$ cat src/core/packet_core_regs_pkg.sv
// Package with register map, field positions and bus types for the packet core register bank
package packet_core_regs_pkg;
    localparam logic [7:0] core_control_offset = 8'h00;
    localparam logic [7:0] program_counter_view_offset = 8'h04;
    localparam logic [7:0] enabled_cycle_counter_offset = 8'h0c;
    localparam logic [7:0] stall_cycle_counter_offset = 8'h10;
    localparam int start_address_lsb = 16;
    localparam int running_bit = 15;
    localparam int big_endian_bit = 14;
    localparam int single_step_bit = 8;
    localparam int counter_enable_bit = 3;
    localparam int sleep_bit = 2;
    localparam int fetch_enable_bit = 1;
    localparam int soft_reset_bit = 0;
    localparam logic [15:0] start_address_reset = 16'h0000;
    localparam logic [31:0] counter_reset = 32'h0000_0000;
    localparam logic [15:0] pc_view_reset = 16'h0000;

    // Host access on the instruction-RAM slave port
    typedef struct packed {
        logic req;
        logic regs_req;
        logic wr;
        logic [7:0] addr;
        logic [31:0] wdata;
    } reg_access_t;

    // Status from the execution core
    typedef struct packed {
        logic [15:0] pc;
        logic running;
        logic big_endian;
        logic asleep;
        logic stalled;
        logic instr_done;
        logic multi_busy;
    } core_status_t;

    // Controls to the execution core
    typedef struct packed {
        logic [15:0] start_address;
        logic fetch_allow;
        logic core_reset;
        logic wake;
    } core_ctrl_t;
endpackage : packet_core_regs_pkg

$ cat src/core/packet_core_ctrl_status_regs.sv
// Control and status register bank of the packet processing core
`timescale 1ns/1ps
`default_nettype none
module packet_core_ctrl_status_regs (
    input wire logic i_sys_clk,
    input wire logic i_reset_n,
    input wire packet_core_regs_pkg::reg_access_t i_access,
    input wire packet_core_regs_pkg::core_status_t i_status,
    output logic [31:0] o_rdata,
    output logic o_rvalid,
    output var packet_core_regs_pkg::core_ctrl_t o_ctrl
);
    logic [15:0] start_address;
    logic single_step;
    logic counter_enable;
    logic fetch_enable;
    logic soft_reset;
    logic [15:0] pc_view;
    logic [31:0] cycle_count;
    logic [31:0] stall_count;
    logic [31:0] rdata;
    logic rvalid;
    logic [15:0] next_start_address;
    logic next_single_step;
    logic next_counter_enable;
    logic next_fetch_enable;
    logic next_soft_reset;
    logic [15:0] next_pc_view;
    logic [31:0] next_cycle_count;
    logic [31:0] next_stall_count;
    logic [31:0] next_rdata;
    logic next_rvalid;
    logic wr_ctrl;
    logic wake_req;
    logic counting;

    // Register region selected only with the region request
    function automatic logic hit(input packet_core_regs_pkg::reg_access_t a, input logic [7:0] off);
        hit = a.req && a.regs_req && (a.addr == off);
    endfunction : hit

    // Assembled control word; reserved bits are constant zero
    function automatic logic [31:0] ctrl_word(input logic [15:0] sa, input logic run, input logic big,
                                              input logic stp, input logic cen, input logic sleep_flag,
                                              input logic fen, input logic srst);
        ctrl_word = 32'h0000_0000;
        ctrl_word[31:packet_core_regs_pkg::start_address_lsb] = sa;
        ctrl_word[packet_core_regs_pkg::running_bit] = run;
        ctrl_word[packet_core_regs_pkg::big_endian_bit] = big;
        ctrl_word[packet_core_regs_pkg::single_step_bit] = stp;
        ctrl_word[packet_core_regs_pkg::counter_enable_bit] = cen;
        ctrl_word[packet_core_regs_pkg::sleep_bit] = sleep_flag;
        ctrl_word[packet_core_regs_pkg::fetch_enable_bit] = fen;
        ctrl_word[packet_core_regs_pkg::soft_reset_bit] = srst;
    endfunction : ctrl_word

    assign wr_ctrl = hit(i_access, packet_core_regs_pkg::core_control_offset) && i_access.wr;
    // Counters measure the same enabled cycles, so stall never passes cycle
    assign counting = counter_enable && fetch_enable;

    // Next state of control fields
    always_comb begin
        next_start_address = start_address;
        next_single_step = single_step;
        next_counter_enable = counter_enable;
        next_fetch_enable = fetch_enable;
        next_soft_reset = 1'b1;
        wake_req = 1'b0;
        // Step mode drops fetch enable after one finished instruction
        if (single_step && fetch_enable && i_status.instr_done) begin
            next_fetch_enable = 1'b0;
        end
        if (wr_ctrl) begin
            next_start_address = i_access.wdata[31:packet_core_regs_pkg::start_address_lsb];
            next_single_step = i_access.wdata[packet_core_regs_pkg::single_step_bit];
            next_counter_enable = i_access.wdata[packet_core_regs_pkg::counter_enable_bit];
            next_fetch_enable = i_access.wdata[packet_core_regs_pkg::fetch_enable_bit];
            next_soft_reset = i_access.wdata[packet_core_regs_pkg::soft_reset_bit];
            wake_req = ~i_access.wdata[packet_core_regs_pkg::sleep_bit];
        end
    end

    // Next state of counters and pc view; write to read-only words ignored
    always_comb begin
        next_pc_view = i_status.pc;
        next_cycle_count = cycle_count;
        next_stall_count = stall_count;
        if (counting) begin
            next_cycle_count = cycle_count + 32'h0000_0001;
            if (i_status.stalled) begin
                next_stall_count = stall_count + 32'h0000_0001;
            end
        end
    end

    // Read data; unmapped offsets return zero
    always_comb begin
        next_rvalid = i_access.req && i_access.regs_req && !i_access.wr;
        next_rdata = 32'h0000_0000;
        if (hit(i_access, packet_core_regs_pkg::core_control_offset)) begin
            next_rdata = ctrl_word(start_address, i_status.running, i_status.big_endian, single_step,
                                   counter_enable, i_status.asleep, fetch_enable, soft_reset);
        end else if (hit(i_access, packet_core_regs_pkg::program_counter_view_offset)) begin
            next_rdata = {16'h0000, pc_view};
        end else if (hit(i_access, packet_core_regs_pkg::enabled_cycle_counter_offset)) begin
            next_rdata = cycle_count;
        end else if (hit(i_access, packet_core_regs_pkg::stall_cycle_counter_offset)) begin
            next_rdata = stall_count;
        end
    end

    // State registers
    always_ff @(posedge i_sys_clk) begin
        if (!i_reset_n) begin
            start_address <= packet_core_regs_pkg::start_address_reset;
            single_step <= 1'b0;
            counter_enable <= 1'b0;
            fetch_enable <= 1'b0;
            soft_reset <= 1'b1;
            pc_view <= packet_core_regs_pkg::pc_view_reset;
            cycle_count <= packet_core_regs_pkg::counter_reset;
            stall_count <= packet_core_regs_pkg::counter_reset;
            rdata <= 32'h0000_0000;
            rvalid <= 1'b0;
        end else begin
            start_address <= next_start_address;
            single_step <= next_single_step;
            counter_enable <= next_counter_enable;
            fetch_enable <= next_fetch_enable;
            soft_reset <= next_soft_reset;
            pc_view <= next_pc_view;
            cycle_count <= next_cycle_count;
            stall_count <= next_stall_count;
            rdata <= next_rdata;
            rvalid <= next_rvalid;
        end
    end

    // Core controls; a multi-cycle instruction keeps fetch alive until done
    always_comb begin
        o_ctrl.start_address = start_address;
        o_ctrl.fetch_allow = fetch_enable || i_status.multi_busy;
        o_ctrl.core_reset = ~soft_reset;
        o_ctrl.wake = wake_req;
    end
    assign o_rdata = rdata;
    assign o_rvalid = rvalid;
endmodule : packet_core_ctrl_status_regs
`default_nettype wire

$ cat config.mk
export PLATFORM = sky130hd
export DESIGN_NAME = packet_core_ctrl_status_regs
export DESIGN_NICKNAME = d
export VERILOG_FILES = /design/src/core/packet_core_regs_pkg.sv /design/src/core/packet_core_ctrl_status_regs.sv
export SDC_FILE = /design/constraint.sdc
export NUM_CORES = 1
export LEC_CHECK = 0
export BUFFER_PORTS_ARGS = -buffer_cell sky130_fd_sc_hd__buf_2
export CELL_PAD_IN_SITES_DETAIL_PLACEMENT = 1
export CELL_PAD_IN_SITES_GLOBAL_PLACEMENT = 1
export CORE_MARGIN = 2
export CORE_UTILIZATION = 37
export DETAILED_ROUTE_END_ITERATION = 8
export PLACE_DENSITY = 0.88
export SYNTH_ARGS = -nofsm -noshare
export SYNTH_HDL_FRONTEND = slang
export SYNTH_SLANG_ARGS = --single-unit
$ cat constraint.sdc
create_clock -name i_sys_clk -period 2.2 [get_ports i_sys_clk]
set_clock_uncertainty 0.05 [all_clocks]
set_input_delay 0.22 -clock i_sys_clk [delete_from_list [all_inputs] [get_ports i_sys_clk]]
set_output_delay 0.22 -clock i_sys_clk [all_outputs]
set_load 0.05 [all_outputs]
==> results.py, run 1 <==
metrics = {
    "routing": {
        "routedWlPerCell_um": 20.8,
        "num_vias": 5979,
        "routed_wl_um": 21000,
        "firstDrtPassIters": 5,
        "drc_errors": 0,
        "drt-initial-drc-count": 569,
        "ant_nets": 0,
        "viasPerCell": 5.91,
    },
    "clocking": {
        "clk_pin_slew_ns": 0.06,
        "clk_latency_ns": 0.44,
        "root_buffer": "clkbuf_16",
        "cts_setup_buffers": 0,
        "htreeDepth": 4,
        "cts_made_buffers": 17,
        "cts_tree": "built",
        "cts_sinks": 133,
        "clock_path_buffers": 2,
    },
    "worst_setup_path": {
        "end_kind": "flip-flop",
        "critPathRequiredTime_ns": 2.49,
        "worst_r2r_endpoint": "stall_count[17]",
        "crit_path_start_kind": "flip-flop",
        "cp-startpoint": "counter_enable",
        "crit_fanout": 8,
        "reg2reg_from": "counter_enable",
        "endpoint": "stall_count[17]",
        "worstPathArrival_ns": 2.43,
        "worstSetupPathType": "reg -> reg",
        "worstRegToRegCells": 4,
        "rrSetupSlack_ns": 0.05,
    },
    "power_and_ir_drop": {
        "total_power_mw": 5.67,
        "peakVddDrop_uv": 598,
        "powerDensity_nw_per_um2": 747,
        "p_leak_nw": 2.84,
    },
    "grt": {
        "use_met2": 0.421,
        "grtUsageMet3": 0.0644,
        "grt_busiest_layer": "met2",
        "grt_pass1_vias": 6064,
        "grt_pass1_wl_um": 32900,
        "grt_start_max_net_pins": 41,
        "grt-ovfl-total": 0,
        "track_usage": 0.256,
        "antenna_found_initial": 0,
        "met1_usage": 0.325,
    },
    "yosys": {
        "syn_avg_cell_area_um2": 8.68,
        "synth_area_leaders": "dfxtp_1, a21oi_1, nand3_1, a22oi_1, nor2_1",
        "synth_seq_cells": 133,
        "yosysTopAreaCell": "dfxtp_1",
        "netlist_instances": 663,
        "synthesis.area_um2": 5760,
        "syn-num-nets": 732,
        "synth_top_area_frac": 0.463,
        "ys_warn_count": 0,
        "yosys.cell_types.count": 43,
        "synth_seq_area_share": 0.463,
    },
    "sta": {
        "worst_pin_slew_ns": 0.665,
        "hold_violations": 0,
        "whs_ns": 0.0163,
        "setup_viol": 0,
        "relSlewSlack": 0.556,
        "fin_crit_sh": 0.975,
        "fin_crit_ns": 2.15,
        "clock.fmax_mhz": 466,
        "slew_viol_final": 0,
    },
    "place": {
        "port_buffers": 107,
        "routabilityCongestion": 0.835,
        "hpwl_um": 12300,
    },
    "floorplan": {
        "top_level_ports": 119,
        "initial_core_util": 0.379,
        "core_um2": 15200,
        "die_x_um": 129,
        "fp.dieArea_um2": 16600,
        "rows": 45,
        "die_y_um": 129,
    },
    "final_layout": {
        "diodes": 0,
        "finish.utilization": 0.499,
        "layout.nets": 879,
        "drive_above_1_share": 0.232,
        "area_growth_syn_to_layout_pct": 31.9,
    },
    "worst_hold_path": {
        "whs_path_depth": 3,
        "hp-class": "in -> reg",
    },
    "outcome": {
        "status": "complete, no violations",
    },
    "job": {
        "maxCapViolations": 0,
    },
}
==> registers in the layout (all words and copies together), names as in the netlist <==
register	count
counter_enable	1
cycle_count	32
fetch_enable	1
o_rdata	32
o_rvalid	1
pc_view	16
single_step	1
soft_reset	1
stall_count	32
start_address	16
==> how the worst min path moves through the flow <==
stage                             from           endpoint  slack [ns]
final                     i_access[29]  start_address[13]        0.02
after global routing       i_access[1]       fetch_enable        0.03
after CTS                 i_access[29]  start_address[13]        0.01
after detailed placement  i_status[21]        pc_view[15]        0.38
after global placement     i_status[8]         pc_view[2]        0.38
after floorplan            i_access[0]         soft_reset        0.27
==> cell families (layout without fill, tap and decap cells) <==
logic type / Yosys count / in the layout / share of synthesized area
xor+xnor: 22 / 22 / 0.0335
buf+inv: 63 / 223 / 0.0470
fa+ha+maj: 2 / 2 / 0.00435
flops: 133 / 133 / 0.463
compound gates: 168 / 168 / 0.185
simple gates: 271 / 271 / 0.261
mux: 4 / 4 / 0.00696
==> per-layer routing <==
| layer | routed length [µm] | part of all wire |
|---|---|---|
| met5 | 0 | 0 |
| met4 | 578 | 0.027 |
| met3 | 1410 | 0.067 |
| met2 | 10100 | 0.48 |
| met1 | 8930 | 0.42 |
==> per-stage QoR <==
| stage | instances | area [µm²] | setup WS, ns | TNS [ns] |
|---|---|---|---|---|
| 2_1_floorplan | 663 | 5760 | 0.0383 | 0 |
| 3_3_place_gp | 945 | 6610 | 0.178 | 0 |
| 3_5_place_dp | 945 | 6610 | 0.0931 | 0 |
| 4_1_cts | 1011 | 7560 | 0.0300 | 0 |
| 5_1_grt | 1011 | 7590 | -0.00177 | -0.00177 |
| 6_report | 1011 | 7590 | 0.0548 | 0 |
==> synth_stat cells <==
cell / n
a2111oi_0: 1
a21oi_1: 65
a22oi_1: 25
and2_0: 2
and2_1: 16
and3_1: 7
and4_1: 10
buf_2: 6
buf_4: 3
buf_6: 2
clkbuf_1: 39
dfxtp_1: 133
ha_1: 2
inv_1: 13
mux2i_1: 4
nand2_1: 35
nand2b_1: 17
nand3_1: 43
nand3_2: 1
nand4_1: 17
nand4_2: 2
nand4b_1: 1
nor2_1: 46
nor3_1: 18
nor4_1: 15
nor4b_1: 1
nor4b_2: 1
o2111ai_1: 1
o211a_1: 1
o211ai_1: 1
o21ai_0: 30
o21bai_1: 1
o221a_2: 1
o2bb2ai_1: 16
o311ai_0: 4
o31ai_1: 18
o41ai_1: 4
or2_2: 2
or3_1: 15
or4_1: 21
or4_4: 1
xnor2_1: 12
xor2_1: 10
==> layout make-up <==
cell class                 instances  area, µm²
sequential                       133       2660
multi-input combinational        467       2870
clock inverter                    11        148
tap                              188        235
clock buffer                      21        460
fill                            1780       7610
timing repair buffer             178       1170
inverter                          13       48.8
==> report_power, final <==
part | total (mW) | leakage [nW] | switching [mW] | internal (mW)
sequential | 2.43 | 1.08 | 0.00548 | 2.42
combinational | 0.235 | 1.47 | 0.128 | 0.107
clock | 3.01 | 0.298 | 1.16 | 1.85
total | 5.67 | 2.84 | 1.29 | 4.38
==> cell usage in the layout (no fill, tap or decap), types with 17 or more instances in the layout <==
master and n:
nand2b_1 17, nor2_1 46, o21ai_0 30, nand2_1 35
buf_2 107, dfxtp_1 132, or4_1 19, nor3_1 17
buf_4 36, o31ai_1 18, a21oi_1 65, nand3_1 43
a22oi_1 25, clkbuf_16 17, dlygate4sd3_1 34, nand4_1 17
==> worst max-delay path: stages, from the launching register on <==
cell	delay (ns)
dfxtp_1	0.48
nand3_1	0.21
or4_4	0.64
or4_1	0.45
a21oi_1	0.23
==> repair_timing <==
| action | CTS | global route |
|---|---|---|
| endpoints found under the setup margin | 0 | 12 |
| resized for setup | 0 | 8 |
| hold buffers | 34 | 0 |
| hold endpoints to repair | 34 | 0 |
Power figures use the tool's default switching activity.
==> run 2: changes to the inputs <==
Settings changed: PLACE_DENSITY 0.88 to 0.85.
==> run 2 against run 1 <==
  * Critical path depth is 1 higher
  * Clock power is 4% lower
  * Final cell count is 0.30% higher
  * Non-clock buffer count is 3 higher
  * Critical path type unchanged
  * Largest power group unchanged
  * Highest routed layer unchanged
==> results.py, run 2 (synthesis gave the netlist of run 1 again) <==
metrics = {
    "power_and_ir_drop": {
        "powerDensity_nw_per_um2": 730,
        "swShare": 0.234,
        "p_leak_nw": 2.86,
        "power_frac_seq": 0.437,
        "power_frac_comb": 0.042,
        "p_int_mw": 4.25,
        "peakVddDrop_uv": 608,
        "power.switching_mw": 1.30,
        "p_clk_frac": 0.521,
    },
    "final_layout": {
        "multiInputGateArea_um2": 2880,
        "finish.utilization": 0.501,
        "area_growth_syn_to_layout_pct": 32.3,
        "diodes": 0,
        "final_cell_mix": "dfxtp_1, buf_2, a21oi_1",
        "regArea_um2": 2670,
        "layout.nets": 882,
        "num-fill-cells": 1792,
        "drive_above_1_share": 0.241,
        "final_common_cell": "dfxtp_1",
    },
    "job": {
        "maxCapViolations": 0,
    },
    "floorplan": {
        "die_x_um": 129,
        "die_y_um": 129,
        "core_um2": 15200,
        "fp.dieArea_um2": 16600,
        "initial_core_util": 0.379,
        "rows": 45,
        "top_level_ports": 119,
    },
    "clocking": {
        "htreeDepth": 4,
        "clk_pin_slew_ns": 0.06,
        "clock_path_buffers": 2,
        "cts_setup_buffers": 0,
        "cts_tree": "built",
        "cts_sinks": 133,
        "cts_made_buffers": 17,
        "clk_latency_ns": 0.43,
        "root_buffer": "clkbuf_16",
    },
    "worst_setup_path": {
        "crit_fanout": 17,
        "worstSetupPathType": "reg -> reg",
        "end_kind": "flip-flop",
        "critPathRequiredTime_ns": 2.51,
        "worstPathArrival_ns": 2.40,
        "crit_path_start_kind": "flip-flop",
    },
    "routing": {
        "num_vias": 5978,
        "routedWlPerCell_um": 20.9,
        "ant_nets": 0,
        "drc_errors": 0,
        "viasPerCell": 5.90,
        "routed_wl_um": 21200,
        "firstDrtPassIters": 5,
        "drt-initial-drc-count": 470,
    },
    "sta": {
        "setup_viol": 0,
        "worst_pin_slew_ns": 0.557,
        "fin_crit_ns": 2.09,
        "fin_crit_sh": 0.950,
        "relSlewSlack": 0.628,
        "slew_viol_final": 0,
        "clock.fmax_mhz": 478,
        "fin_tns_setup_ns": 0,
        "hold_violations": 0,
        "grt_setup_unrepaired": "no",
    },
    "place": {
        "hpwl_um": 12700,
        "routabilityCongestion": 0.825,
        "port_buffers": 107,
    },
    "grt": {
        "grt-ovfl-total": 0,
        "track_usage": 0.262,
        "grt_pass1_wl_um": 33600,
        "grt_pass1_vias": 6100,
        "antenna_found_initial": 0,
        "grt_start_max_net_pins": 74,
    },
    "outcome": {
        "status": "complete, no violations",
    },
    "worst_hold_path": {
        "hp-class": "in -> reg",
    },
}
## run 2: changes by cell type in the layout (fill, tap and decap cells not counted), sizes merged
| cell | change |
|---|---|
| clkinvlp | +4 |
| clkbuf | -1 |
| dlygate4sd3 | -2 |
| inv | -2 |
| buf | +5 |
| bufinv | -1 |
## run 2: layout make-up
type / count / area share
tap: 188 / 0.0309
timing repair buffer: 181 / 0.157
multi-input combinational: 467 / 0.378
clock inverter: 12 / 0.0171
inverter: 13 / 0.00641
sequential: 133 / 0.350
clock buffer: 20 / 0.0600
## run 2: metal layers
layer | vias up | GRT usage | wire [µm]
li1 | 2744 | - | -
met1 | 2953 | 0.326 | 8800
met2 | 223 | 0.424 | 10300
met3 | 58 | 0.0603 | 1190
met4 | 0 | 0.140 | 875
met5 | - | 0 | 0
## run 2: path summary, 6_finish.rpt
check / from / to / slack, ns / depth (start not counted)
setup / recovery: stall_count[0] / stall_count[24] / 0.11 / 5
hold / removal: i_access[18] / start_address[2] / 0.03 / 3
setup reg to reg: stall_count[0] / stall_count[24] / 0.11 / 5
hold reg to reg: pc_view[12] / o_rdata[12] / 0.43 / 2
## run 2: per-stage QoR
stage	hold WS (ns)	power (mW)	std cells	area, µm²	worst slack [ns]
2_1_floorplan	0.272	2.57	663	5760	0.0383
3_3_place_gp	0.356	2.66	951	6670	0.0990
3_5_place_dp	0.358	2.66	951	6670	0.0284
4_1_cts	0.00496	5.51	1015	7580	0.00552
5_1_grt	0.0323	5.71	1014	7610	0.0220
6_report	0.0310	5.56	1014	7610	0.110
## run 2: worst max-delay path, stage by stage, from the launching register on
cell and delay [ns]:
dfxtp_2 0.36, ha_1 0.15, nand4_1 0.21, or4_4 0.71, or3_1 0.38, a21oi_1 0.15
## run 2: timing repair
action,CTS,global route
resized for setup,1,11
pin swaps,0,1
hold endpoints to repair,32,0
hold buffers,32,0
setup endpoints to repair,1,14
## run 2: power groups by stage
stage	Combinational [mW]	Clock [mW]	Sequential [mW]
after CTS	0.227	2.85	2.43
after floorplan	0.0828	0	2.48
after global placement	0.177	0	2.48
after detailed placement	0.181	0	2.48
after global routing	0.251	3.03	2.43
final	0.234	2.89	2.43
